## src/pkg/erbcs_defines.svh

```systemverilog
`ifndef ERBCS_DEFINES_SVH
`define ERBCS_DEFINES_SVH

// Register base offsets; each base owns four words: write, clear, set, invert.
`define ERBCS_OFF_STATUS 8'h00
`define ERBCS_OFF_CONTROL 8'h10
`define ERBCS_OFF_RXSTART 8'h20
`define ERBCS_OFF_STATION 8'h30
`define ERBCS_OFF_IRQ_STAT 8'h40
`define ERBCS_OFF_IRQ_EN 8'h50
`define ERBCS_OFF_IRQ_CLR 8'h60

// Field positions in the controller status register.
`define ERBCS_STAT_CNT_LSB 16
`define ERBCS_STAT_MOD_BIT 7
`define ERBCS_STAT_TX_BIT 6
`define ERBCS_STAT_RX_BIT 5

// Field positions in the control register.
`define ERBCS_CTL_ON_BIT 15
`define ERBCS_CTL_AFC_BIT 1
`define ERBCS_CTL_DEC_BIT 0

// Interrupt bits: packet pending, count saturated, reception halted.
`define ERBCS_IRQ_PEND_BIT 0
`define ERBCS_IRQ_SAT_BIT 1
`define ERBCS_IRQ_HALT_BIT 2
`define ERBCS_IRQ_W 3

// Reset values.
`define ERBCS_RST_CONTROL 32'h0000_0000
`define ERBCS_RST_RXSTART 32'h0000_0000
`define ERBCS_RST_IRQ_EN 3'h0

`endif

```

## src/pkg/erbcs_pkg.sv

```systemverilog
package erbcs_pkg;

  // Kind of write selected by the alias word of a register block.
  typedef enum logic [1:0] {
    ERBCS_OP_WRITE = 2'h0,
    ERBCS_OP_CLEAR = 2'h1,
    ERBCS_OP_SET = 2'h2,
    ERBCS_OP_INVERT = 2'h3
  } erbcs_alias_t;

endpackage

```

## src/core/erbcs_buf_counter.sv

```systemverilog
`timescale 1ns/10ps
// Saturating receive buffer counter.
module erbcs_buf_counter #(
  parameter int CNT_W = 8,
  parameter int INC_W = 4
) (
  // Clock and control.
  input wire logic clock,
  input wire logic reset,
  input wire logic ce,
  // Count requests.
  input wire logic inc_valid,
  input wire logic [INC_W-1:0] inc_amount,
  input wire logic dec_req,
  input wire logic clear_req,
  // Count state.
  output logic [CNT_W-1:0] count,
  output logic at_max,
  output logic nonzero
);
  localparam logic [CNT_W-1:0] CNT_MAX = {CNT_W{1'b1}};

  logic [CNT_W-1:0] count_r;
  logic [CNT_W-1:0] count_nxt;
  logic [CNT_W:0] sum; // One extra bit shows an overflow.

  // Next count; a clear beats every request.
  always_comb begin
    sum = {1'b0, count_r} + (CNT_W + 1)'(inc_amount);
    count_nxt = count_r;
    if (clear_req) begin
      count_nxt = '0;
    end else if (inc_valid && dec_req) begin
      count_nxt = count_r;
    end else if (inc_valid) begin
      count_nxt = sum[CNT_W] ? CNT_MAX : sum[CNT_W-1:0];
    end else if (dec_req) begin
      count_nxt = (count_r == '0) ? '0 : count_r - 1'b1;
    end
  end

  // The count does not depend on the module on bit, so it survives turn-off.
  always_ff @(posedge clock) begin
    if (reset) begin
      count_r <= '0;
    end else if (ce) begin
      count_r <= count_nxt;
    end
  end

  assign count = count_r;
  assign at_max = (count_r == CNT_MAX);
  assign nonzero = (count_r != '0);
endmodule

```

## src/core/erbcs_busy_flags.sv

```systemverilog
`timescale 1ns/10ps
// Module, transmit and receive activity flags.
module erbcs_busy_flags (
  // Clock and control.
  input wire logic clock,
  input wire logic reset,
  input wire logic ce,
  // Activity inputs.
  input wire logic module_on,
  input wire logic transaction_pending,
  input wire logic tx_activity,
  input wire logic rx_activity,
  // Registered flags.
  output logic module_active_flag,
  output logic transmit_active_flag,
  output logic receive_active_flag
);
  logic mod_r;
  logic tx_r;
  logic rx_r;

  // Module flag stays up after turn-off until the open transaction ends.
  always_ff @(posedge clock) begin
    if (reset) begin
      mod_r <= 1'b0;
    end else if (ce) begin
      mod_r <= module_on || transaction_pending;
    end
  end

  // Each direction flag follows only its own activity and is off while disabled.
  always_ff @(posedge clock) begin
    if (reset) begin
      tx_r <= 1'b0;
      rx_r <= 1'b0;
    end else if (ce) begin
      tx_r <= module_on && tx_activity;
      rx_r <= module_on && rx_activity;
    end
  end

  assign module_active_flag = mod_r;
  assign transmit_active_flag = tx_r;
  assign receive_active_flag = rx_r;
endmodule

```

## src/core/erbcs_top.sv

```systemverilog
// Register access over APB and the address map were left to the implementer.
`timescale 1ns/10ps
`include "erbcs_defines.svh"
// Contract
// - Count rises by descriptors per received packet.
// - Increment at maximum leaves count unchanged.
// - Decrement at zero leaves count zero.
// - Simultaneous increment and decrement hold count.
// - Flow control halts reception at maximum.
// - Without flow control, count stays saturated.
// - Nonzero count sets pending; enable gates interrupt.
// - Start address write clears count.
// - Turning module off keeps the count.
// - Module flag follows on, then transaction.
// - Transmit flag follows transmit activity only.
// - Receive flag follows receive activity only.
// - Direction flags forced low while off.
// - Station octet one low, two above.
// - Station address preset from factory value.
// - Halfword and word accesses; byte ignored.
module erbcs_top #(
  parameter int CNT_W = 8,
  parameter int INC_W = 4
) (
  // Clock, reset and clock enable.
  input wire logic clock,
  input wire logic reset,
  input wire logic ce,
  // APB register port.
  input wire logic psel,
  input wire logic penable,
  input wire logic pwrite,
  input wire logic [7:0] paddr,
  input wire logic [31:0] pwdata,
  input wire logic [3:0] pstrb,
  output logic [31:0] prdata,
  output logic pready,
  output logic pslverr,
  // Factory station address, sampled during reset.
  input wire logic [15:0] factory_station_address,
  // Receive DMA side.
  input wire logic rx_packet_done,
  input wire logic [INC_W-1:0] rx_descriptors_used,
  output logic rx_halt,
  output logic [31:0] rx_descriptor_start_address,
  // Activity reports from the rest of the controller.
  input wire logic transaction_pending,
  input wire logic tx_activity,
  input wire logic rx_activity,
  // Configuration and status toward the controller.
  output logic module_on,
  output logic [15:0] station_address,
  output logic packet_pending_flag,
  // Interrupt request, level.
  output logic irq
);

  // Bus phase decode.
  logic setup_ph; // First cycle of a transfer.
  logic access_ph; // Completing cycle of a transfer.
  logic wr_take; // A mapped write completes this edge.
  logic [7:0] base; // Register block base of the address.
  erbcs_pkg::erbcs_alias_t op; // Alias selected by the address.
  logic mapped; // Address hits a register word.
  logic size_ok; // Halfword or word strobe pattern.
  logic [31:0] wmask; // Byte strobes widened to bits.

  // Register state.
  logic [31:0] ctl_r; // Control register.
  logic [31:0] rxst_r; // Descriptor start address.
  logic [15:0] sta_r; // Station address octets one and two.
  logic [`ERBCS_IRQ_W-1:0] ien_r; // Interrupt enables.
  logic [`ERBCS_IRQ_W-1:0] ist_r; // Sticky interrupt status.
  logic [`ERBCS_IRQ_W-1:0] ist_nxt;
  logic [`ERBCS_IRQ_W-1:0] ev; // Events of this cycle.
  logic [`ERBCS_IRQ_W-1:0] iclr; // Bits cleared by software.
  logic [31:0] rdata_nxt; // Read value for the setup cycle.
  logic [31:0] prdata_r;
  logic dec_pulse; // Software decrement request.
  logic clr_cnt; // Descriptor start address was written.
  logic at_max_d; // Count was saturated last cycle.

  // Counter and flag wires.
  logic [CNT_W-1:0] cnt;
  logic cnt_max;
  logic cnt_nz;
  logic mod_flag;
  logic tx_flag;
  logic rx_flag;

  // Applies one alias operation to a register value under a bit mask.
  function automatic logic [31:0] alias_apply(
    input erbcs_pkg::erbcs_alias_t o,
    input logic [31:0] old,
    input logic [31:0] wd,
    input logic [31:0] m
  );
    logic [31:0] res;
    begin
      case (o)
        erbcs_pkg::ERBCS_OP_WRITE: res = (old & ~m) | (wd & m);
        erbcs_pkg::ERBCS_OP_CLEAR: res = old & ~(wd & m);
        erbcs_pkg::ERBCS_OP_SET: res = old | (wd & m);
        erbcs_pkg::ERBCS_OP_INVERT: res = old ^ (wd & m);
        default: res = old;
      endcase
      alias_apply = res;
    end
  endfunction

  // Tells whether address a falls in the register block at base b, for reads and writes alike.
  function automatic logic hit(
    input logic [7:0] a,
    input logic [7:0] b
  );
    begin
      hit = (a[7:4] == b[7:4]);
    end
  endfunction

  // Address split: the upper nibble picks the block, bits 3:2 the alias.
  always_comb begin
    base = {paddr[7:4], 4'h0};
    op = erbcs_pkg::erbcs_alias_t'(paddr[3:2]);
    mapped = (paddr[1:0] == 2'h0) &&
             (hit(paddr, `ERBCS_OFF_STATUS) ||
              hit(paddr, `ERBCS_OFF_CONTROL) ||
              hit(paddr, `ERBCS_OFF_RXSTART) ||
              hit(paddr, `ERBCS_OFF_STATION) ||
              hit(paddr, `ERBCS_OFF_IRQ_STAT) ||
              hit(paddr, `ERBCS_OFF_IRQ_EN) ||
              hit(paddr, `ERBCS_OFF_IRQ_CLR));
  end

  // Only whole halfwords or the whole word count as a legal write size.
  always_comb begin
    size_ok = (pstrb == 4'hf) || (pstrb == 4'h3) || (pstrb == 4'hc);
    wmask = {{8{pstrb[3]}}, {8{pstrb[2]}}, {8{pstrb[1]}}, {8{pstrb[0]}}};
  end

  // The slave never inserts wait states; a frozen clock enable holds it.
  // The error response covers only unmapped or unaligned words. A refused byte
  // write still completes cleanly, so software sees no fault for it.
  assign setup_ph = psel && !penable;
  assign access_ph = psel && penable;
  assign pready = access_ph && ce;
  assign pslverr = access_ph && ce && !mapped;
  assign wr_take = access_ph && ce && pwrite && mapped;

  // A byte write is dropped silently rather than flagged as an error.
  assign clr_cnt = wr_take && size_ok && hit(paddr, `ERBCS_OFF_RXSTART);

  // Control register; the decrement bit never stays stored.
  // Writes through any of the four alias words land here, and the stored copy
  // of the decrement bit is masked so that it always reads back as zero.
  always_ff @(posedge clock) begin
    if (reset) begin
      ctl_r <= `ERBCS_RST_CONTROL;
    end else if (ce) begin
      if (wr_take && size_ok && hit(paddr, `ERBCS_OFF_CONTROL)) begin
        ctl_r <= alias_apply(op, ctl_r, pwdata, wmask) &
                 ~(32'h1 << `ERBCS_CTL_DEC_BIT);
      end
    end
  end

  // A written one in the decrement bit, through any alias but clear, is one request.
  // Two decrements need two writes, because a stored bit would repeat itself.
  always_comb begin
    dec_pulse = 1'b0;
    if (wr_take && size_ok && hit(paddr, `ERBCS_OFF_CONTROL) &&
        op != erbcs_pkg::ERBCS_OP_CLEAR) begin
      dec_pulse = pwdata[`ERBCS_CTL_DEC_BIT] && pstrb[0];
    end
  end

  // Descriptor start address; the low two bits stay zero for word alignment.
  // Every accepted write, through any alias, also empties the buffer count.
  always_ff @(posedge clock) begin
    if (reset) begin
      rxst_r <= `ERBCS_RST_RXSTART;
    end else if (ce) begin
      if (clr_cnt) begin
        rxst_r <= alias_apply(op, rxst_r, pwdata, wmask) & 32'hffff_fffc;
      end
    end
  end

  // Station address is preset from the factory value while reset is held.
  // Only two octets live here, so the upper half of the alias result is cut
  // off on purpose and never stored.
  always_ff @(posedge clock) begin
    if (reset) begin
      sta_r <= factory_station_address;
    end else if (ce) begin
      if (wr_take && size_ok && hit(paddr, `ERBCS_OFF_STATION)) begin
        sta_r <= 16'(alias_apply(op, {16'h0, sta_r}, pwdata, wmask));
      end
    end
  end

  // Interrupt enable register.
  // The alias result is cut to the implemented enable bits.
  always_ff @(posedge clock) begin
    if (reset) begin
      ien_r <= `ERBCS_RST_IRQ_EN;
    end else if (ce) begin
      if (wr_take && size_ok && hit(paddr, `ERBCS_OFF_IRQ_EN)) begin
        ien_r <= (`ERBCS_IRQ_W)'(alias_apply(op, {29'h0, ien_r}, pwdata, wmask));
      end
    end
  end

  // Saturation is an edge event so a full count raises it only once.
  always_ff @(posedge clock) begin
    if (reset) begin
      at_max_d <= 1'b0;
    end else if (ce) begin
      at_max_d <= cnt_max;
    end
  end

  // Events of this cycle and the bits software asks to clear.
  // The pending event is a level, so clearing it while packets wait has no
  // lasting effect; software must drain the count first.
  always_comb begin
    ev = '0;
    ev[`ERBCS_IRQ_PEND_BIT] = cnt_nz;
    ev[`ERBCS_IRQ_SAT_BIT] = cnt_max && !at_max_d;
    ev[`ERBCS_IRQ_HALT_BIT] = rx_halt && !at_max_d;
    iclr = '0;
    if (wr_take && size_ok && hit(paddr, `ERBCS_OFF_IRQ_CLR)) begin
      iclr = pwdata[`ERBCS_IRQ_W-1:0] & wmask[`ERBCS_IRQ_W-1:0];
    end
    // A new event in the clearing cycle keeps its bit set.
    ist_nxt = (ist_r & ~iclr) | ev;
  end

  // Sticky interrupt status; pending re-sets every cycle the count is nonzero.
  always_ff @(posedge clock) begin
    if (reset) begin
      ist_r <= '0;
    end else if (ce) begin
      ist_r <= ist_nxt;
    end
  end

  // The interrupt is a level of enabled sticky bits.
  assign irq = |(ist_r & ien_r);

  // Read multiplexer; aliases read back the base register.
  always_comb begin
    rdata_nxt = 32'h0;
    case (base)
      `ERBCS_OFF_STATUS: begin
        rdata_nxt[`ERBCS_STAT_CNT_LSB +: 8] = 8'(cnt);
        rdata_nxt[`ERBCS_STAT_MOD_BIT] = mod_flag;
        rdata_nxt[`ERBCS_STAT_TX_BIT] = tx_flag;
        rdata_nxt[`ERBCS_STAT_RX_BIT] = rx_flag;
      end
      `ERBCS_OFF_CONTROL: begin
        rdata_nxt = ctl_r;
      end
      `ERBCS_OFF_RXSTART: begin
        rdata_nxt = rxst_r;
      end
      `ERBCS_OFF_STATION: begin
        rdata_nxt = {16'h0, sta_r};
      end
      `ERBCS_OFF_IRQ_STAT: begin
        rdata_nxt[`ERBCS_IRQ_W-1:0] = ist_r;
      end
      `ERBCS_OFF_IRQ_EN: begin
        rdata_nxt[`ERBCS_IRQ_W-1:0] = ien_r;
      end
      default: begin
        rdata_nxt = 32'h0;
      end
    endcase
  end

  // Read data is captured in the setup cycle so it comes from a flop.
  // The price is that a read shows the state one cycle before its access edge,
  // never the effect of a write that completes on that same edge.
  always_ff @(posedge clock) begin
    if (reset) begin
      prdata_r <= 32'h0;
    end else if (ce) begin
      if (setup_ph && !pwrite) begin
        prdata_r <= rdata_nxt;
      end
    end
  end

  assign prdata = prdata_r;

  // Receive buffer counter.
  // A packet pulse that arrives while the clock enable is low is lost, so the
  // receive engine must not report packets into a frozen block.
  erbcs_buf_counter #(
    .CNT_W(CNT_W),
    .INC_W(INC_W)
  ) u_cnt (
    .clock(clock),
    .reset(reset),
    .ce(ce),
    .inc_valid(rx_packet_done),
    .inc_amount(rx_descriptors_used),
    .dec_req(dec_pulse),
    .clear_req(clr_cnt),
    .count(cnt),
    .at_max(cnt_max),
    .nonzero(cnt_nz)
  );

  // Activity flags.
  // Each flag lags its inputs by one registered cycle.
  erbcs_busy_flags u_busy (
    .clock(clock),
    .reset(reset),
    .ce(ce),
    .module_on(ctl_r[`ERBCS_CTL_ON_BIT]),
    .transaction_pending(transaction_pending),
    .tx_activity(tx_activity),
    .rx_activity(rx_activity),
    .module_active_flag(mod_flag),
    .transmit_active_flag(tx_flag),
    .receive_active_flag(rx_flag)
  );

  // Halt only under flow control; otherwise the DMA runs on and the count
  // simply stays saturated.
  assign rx_halt = ctl_r[`ERBCS_CTL_AFC_BIT] && cnt_max;

  // Outputs toward the controller.
  // The pending flag follows the count register directly, with no added lag.
  assign module_on = ctl_r[`ERBCS_CTL_ON_BIT];
  assign station_address = sta_r;
  assign rx_descriptor_start_address = rxst_r;
  assign packet_pending_flag = cnt_nz;

endmodule

```

## config.mk

```make
export PLATFORM = sky130hd
export DESIGN_NAME = erbcs_top
export DESIGN_NICKNAME = d
export VERILOG_FILES = /design/src/pkg/erbcs_pkg.sv /design/src/core/erbcs_buf_counter.sv /design/src/core/erbcs_busy_flags.sv /design/src/core/erbcs_top.sv
export VERILOG_INCLUDE_DIRS = /design/src /design/src/pkg
export SDC_FILE = /design/constraint.sdc
export NUM_CORES = 1
export LEC_CHECK = 0
export BUFFER_PORTS_ARGS = -buffer_cell sky130_fd_sc_hd__buf_2
export CAP_MARGIN = 15
export CORE_ASPECT_RATIO = 0.9
export CORE_MARGIN = 1
export CORE_UTILIZATION = 28
export DETAILED_ROUTE_END_ITERATION = 10
export PLACE_DENSITY = 0.54
export SYNTH_ARGS = -nofsm -noshare
export SYNTH_HDL_FRONTEND = slang
export SYNTH_SLANG_ARGS = --single-unit
```

## constraint.sdc

```tcl
create_clock -name clock -period 5.54 [get_ports clock]
set_input_delay 0.554 -clock clock [delete_from_list [all_inputs] [get_ports clock]]
set_output_delay 0.554 -clock clock [all_outputs]
set_load 0.01 [all_outputs]
```

# Word-level counts from Yosys, hierarchy flattened
# Cells that the tools add are included.
# word_totals
ff_bits	127
inputBits	74
out_inout_bits	86
word_cells	128
# op_classes
add_sub_neg	2
n_eq_ne	15
muxes	21
bitwise	28
n_reduce_logical	51
# op_table
op	n
32-bit one-hot mux with 4 select lines	2
32-bit AND	5
32-bit bitwise OR	4
32-bit NOT	2
16-bit one-hot mux with 4 select lines	1
32-bit bitwise XOR	2
16-bit 2-to-1 mux	3
8-bit 2-to-1 mux	6
8-bit one-hot mux with 3 select lines	2
16-bit AND	2
16-bit bitwise OR	2
3-bit one-hot mux with 4 select lines	2
1-bit logical AND	22
8-bit zero test	2
8-bit one-hot mux with 2 select lines	1
16-bit bitwise XOR	1
3-bit AND	5
3-bit one-hot mux with 5 select lines	1
4-bit by 2-bit == test with 1-bit output, second input constant	3
4-bit by 3-bit == test with 1-bit output, second input constant	3
2-bit AND reduction	5
8-bit by 4-bit adder with 9-bit output	1
1-bit logical OR	9
3-bit bitwise OR	3
other kinds (21)	28

# Longest topological paths before layout
# logic_depth
depth_word	17
ltp_mapped	10
ltp_nobuf	8

# Modules after synthesis
# Synthesis repeated with hierarchy kept, for this count alone.
# unflattened
cells_unflattened	1219
hier_area_um2	10089.7
# modules_own_cells
mod	n_inst	cells_each	area_each_um2	seq_area_each_um2
erbcs_top	1	1099	9111.2	2482.4
erbcs_buf_counter	1	108	870.8	160.2
erbcs_busy_flags	1	12	107.6	60.1

# Worst setup path after synthesis
# No wires, ideal clock.
# synth_timing
path_type	input to register
start	input paddr[4]
end	register sta_r[0], in the netlist station_address[0], enable pin
arrival_time_ns	2.037
t_required_ns	5.167
slack_ns	3.130
cell_stages	4
path_cell_list	buf_2 buf_1 buf_1 a41o_1
# synth_via
elab_chain_len	13
elab_cells_between_ends	19
cone_classes	6 x eq/ne; 13 x reduce/logical
# synth_lines
item	line_no	rtl
start, declared	erbcs_top.sv:33	input wire logic [7:0] paddr,
4-bit by 1-bit == test with 1-bit output or 4-bit zero test (tied branches)	erbcs_top.sv:117	hit = (a[7:4] == b[7:4]);
1-bit logical OR (6 in series)	erbcs_top.sv:126	(hit(paddr, `ERBCS_OFF_STATUS) ||
1-bit logical AND	erbcs_top.sv:125	mapped = (paddr[1:0] == 2'h0) &&
1-bit logical AND	erbcs_top.sv:148	assign wr_take = access_ph && ce && pwrite && mapped;
1-bit logical AND	erbcs_top.sv:196	if (wr_take && size_ok && hit(paddr, `ERBCS_OFF_STATION)) begin
1-bit logical AND *	erbcs_top.sv:196	
2-bit nonzero test (no source line) *	--	
2-bit AND reduction (no source line) *	--	
end signal, assigned	erbcs_top.sv:194	sta_r <= factory_station_address;
end signal, assigned	erbcs_top.sv:197	sta_r <= 16'(alias_apply(op, {16'h0, sta_r}, pwdata, wmask));
end, declared	erbcs_top.sv:71	logic [15:0] sta_r;
# Mark *: on every way between the ends. The rest lies on a longest branch, timed or not.
# A chain may end at the register's enable or synchronous reset.

# Final worst setup path
# layout_timing
start	input paddr[5]
end	register rxst_r[19], in the netlist rx_descriptor_start_address[19]
# layout_via
elab_chain_len	12
elab_cells_between_ends	18
cone_classes	6 x eq/ne; 12 x reduce/logical
# layout_lines
item	line_no	rtl
4-bit by 1-bit == test with 1-bit output or 4-bit zero test (tied branches)	erbcs_top.sv:117	
1-bit logical OR (6 in series)	erbcs_top.sv:126	
1-bit logical AND	erbcs_top.sv:125	
1-bit logical AND	erbcs_top.sv:148	
1-bit logical AND	erbcs_top.sv:151	assign clr_cnt = wr_take && size_ok && hit(paddr, `ERBCS_OFF_RXSTART);
1-bit logical AND *	erbcs_top.sv:151	
2-bit AND reduction (no source line) *	--	
end signal, assigned	erbcs_top.sv:181	rxst_r <= `ERBCS_RST_RXSTART;
end signal, assigned	erbcs_top.sv:184	rxst_r <= alias_apply(op, rxst_r, pwdata, wmask) & 32'hffff_fffc;
end, declared	erbcs_top.sv:70	logic [31:0] rxst_r;
# Marked as above.

==> flow_metrics.tcl <==
set metrics [dict create \
    outcome "finished, final reports clean" \
    htreeDepth 4 \
    synth_edf_count 16 \
    worstSkewPairLatency_ns 0.42 \
    die_area_mm2 0.03102 \
    tightest_slew_ns 1.088 \
    crit_path_cell_trace "buf_2 > nor2b_1 > and2_1 > nor4b_4 > buf_4 > nand2_1 > a22oi_1 > nor2_1" \
    cts_setup_buffers 0 \
    initial_core_util 0.2841 \
    finalHoldViolations 0 \
    worst_setup_path_start_kind "primary input" \
    synth_warnings 0 \
    power_density_mw_per_mm2 243.5 \
    viasPerCell 5.277 \
    p_leak_nw 4.222 \
    crit_type "primary input to flop" \
    antenna_found_initial 7 \
    reg2regPathDepth 7 \
    crit_arrival_ns 4.17 \
    hp-start "rx_activity" \
    cts_buffer_depth 2 \
    ir_drop_uv 177.5 \
    slew_headroom 0.2715 \
    drv_slew 0 \
    power_frac_seq 0.396 \
    p_comb_frac 0.150 \
    swShare 0.2704 \
    area_growth_syn_to_layout_pct 19.04 \
    n_fill_cell 3190 \
    final_layout_size_suffix_gt1_frac 0.1876 \
    routabilityCongestion 0.8322 \
    cts_root_buf "clkbuf_16" \
    power.net_switching_uw 665.3 \
    ios 160 \
    synthCells 1068 \
    setup_tns_ns 0 \
    synthArstFlopShare 0 \
    die_w_um 185.5 \
    r2r_setup_slack_ns 3.26 \
    setup_viol 0 \
    p_clk_frac 0.454 \
    critPathMaxStageDelay_ns 0.71 \
    r2r-end "u_cnt.count[4]$_SDFFE_PP0P_" \
    hold_path_depth 3 \
    grt_pass1_wl_um 44860 \
    drv_cap 0 \
    post-route-period-util 0.7010 \
    syn-cell-area_mm2 0.008489 \
    drtIter0Drc 657 \
    fin_hold_ws_ns 0.4219 \
    place_hpwl_um 19970 \
    gr-total-overflow 0 \
    drc_errors 0 \
    synth_flop_cell "dfxtp_1" \
    clock-sinks 127 \
    hp-class "primary input to flop" \
    grt.total_usage 0.1875 \
    drtAntennaViolNets 0 \
    skew_ns 0.006960 \
    crit_required_ns 5.82 \
    postCtsHoldBufs 0 \
    end_kind "flop" \
    timing.rr.start "u_cnt.count[0]$_SDFFE_PP0P_" \
    clock.fmax_ghz 0.2575 \
    synth_area_per_cell_um2 7.949 \
    die_h_um 167.2 \
    port_buffers 157 \
    holdPathEnd "u_busy.receive_active_flag$_SDFFE_PP0P_" \
    p_int_mw 1.796 \
    coreArea_mm2 0.02988 \
    drtPass1Iterations 8 \
    ys_seq_elements 127 \
    clk_pin_slew_ns 0.06 \
    nNetsFinal 1326 \
    cts_tree "built" \
    min_period_ns 3.884 \
    dr_total_vias 8354 \
    cts_buffers 17 \
    grt_start_max_net_pins 87 \
    ctsResizeCount 0 \
    routedWlPerCell_um 18.17 \
    drt-total-wl_um 28760 \
    total_power_mw 2.461 \
    crit_fanout 36 \
    synth_cell_type_count 61 \
    rows 60 \
    grt_pass1_vias 7747 \
    slowest_stage "nor2b_1" \
    synth_seq_area_share 0.3183 \
    rsz0062_at_grt "false" \
]
[per-layer routing]
| layer | GRT usage | up-vias | part of all wire |
|---|---|---|---|
| met1 | 0.2543 | 3950 | 0.47 |
| met2 | 0.2856 | 259 | 0.44 |
| met4 | 0.05845 | 12 | 0.018 |
| li1 | - | 4090 | - |
| met5 | 0 | - | 0.0024 |
| met3 | 0.05263 | 43 | 0.069 |
[cell type report]
| cell class | instances | area (um^2) | area share |
|---|---|---|---|
| Antenna cell | 2 | 5.005 | 0.0004952 |
| Clock buffer | 28 | 539.3 | 0.05336 |
| Clock inverter | 4 | 45.04 | 0.004457 |
| Inverter | 14 | 52.55 | 0.005200 |
| Multi-Input combinational cell | 835 | 5366 | 0.5310 |
| Sequential cell | 127 | 2703 | 0.2674 |
| Tap cell | 403 | 504.2 | 0.04990 |
| Timing Repair Buffer | 170 | 890.9 | 0.08815 |
[how the worst max path moves through the flow]
stage	from	cells past startpoint	slack, ns	to
CTS	paddr[5]	8	1.71	rx_descriptor_start_address[19]$_SDFFE_PP0P_
global route	paddr[5]	8	1.43	rx_descriptor_start_address[22]$_SDFFE_PP0P_
finish	paddr[5]	8	1.66	rx_descriptor_start_address[19]$_SDFFE_PP0P_
global placement	paddr[5]	8	1.44	rx_descriptor_start_address[21]$_SDFFE_PP0P_
detailed placement	paddr[5]	8	1.26	rx_descriptor_start_address[22]$_SDFFE_PP0P_
floorplan	paddr[4]	4	3.13	station_address[0]$_DFFE_PP_
[registers in the layout, indices dropped and copies added, names as in the netlist]
register,flops
station_address,16
rx_descriptor_start_address,30
ctl_r,31
ien_r,3
u_cnt.count,8
prdata,32
u_busy.receive_active_flag,1
at_max_d,1
u_busy.transmit_active_flag,1
u_busy.module_active_flag,1
ist_r,3
[cells in the mapped netlist (5+ instances only)]
library cell,count,share of area
a211oi_1,11,0.0097
nor3_1,16,0.0094
nand2_1,134,0.059
and2_1,6,0.0044
o21ai_0,114,0.067
a21oi_1,79,0.047
mux2i_1,12,0.014
o221ai_1,5,0.0052
a22oi_1,91,0.080
buf_1,8,0.0035
nand2b_1,24,0.018
a22o_1,10,0.010
nor2_1,126,0.056
ha_1,86,0.13
dfxtp_1,111,0.26
clkbuf_1,74,0.033
a221oi_1,8,0.0083
edfxtp_1,16,0.057
o211ai_1,27,0.024
nand3_1,9,0.0053
mux2_2,16,0.021
buf_2,7,0.0041
inv_1,13,0.0057
[metrics by stage]
stage	std cells	util	cell area, um^2	worst slack, ns
after floorplan	1069	-	8493	3.130
after global placement	1549	0.3185	9517	1.435
after detailed placement	1549	0.3185	9517	1.263
after CTS	1581	0.3381	10100	1.710
after global routing	1581	0.3381	10100	1.430
final	1583	0.3382	10110	1.656
[power groups by stage]
stage | clock, mW | combinational [mW] | sequential [mW]
6_report | 1.12 | 0.369 | 0.975
3_5_place_dp | 0 | 0.368 | 0.995
2_1_floorplan | 0 | 0.251 | 0.991
3_3_place_gp | 0 | 0.362 | 0.995
5_1_grt | 1.17 | 0.417 | 0.978
4_1_cts | 1.13 | 0.371 | 0.975
[critical path, delay by kind of cell]
kind	cells	cell delay [ns]
AO/OA/AOI/OAI	1	0.34
buffers and inverters	2	0.94
AND/OR/NAND/NOR	5	2.31
[cells by family (layout without fill, tap and decap cells)]
group / Yosys count / after routing / share of synthesized area
AOI/OAI and AO/OA: 366 / 366 / 0.2728
xor gates and xnor gates: 5 / 5 / 0.005158
adders and majority gates: 87 / 87 / 0.1291
buffers and inverters: 107 / 216 / 0.05099
DFF: 127 / 127 / 0.3183
muxes: 31 / 31 / 0.04333
other: 1 / 4 / 0.0004417
and+or+nand+nor: 344 / 344 / 0.1798
[layout by cell type, fill, tap and decap left out, types with 19 or more instances in the layout]
| cell type | instances |
|---|---|
| a21oi_1 | 79 |
| a22oi_1 | 91 |
| buf_2 | 154 |
| clkbuf_16 | 19 |
| dfxtp_1 | 111 |
| ha_1 | 86 |
| nand2_1 | 134 |
| nand2b_1 | 24 |
| nor2_1 | 126 |
| o211ai_1 | 27 |
| o21ai_0 | 114 |
No activity file was read; power rests on OpenSTA's default activity.
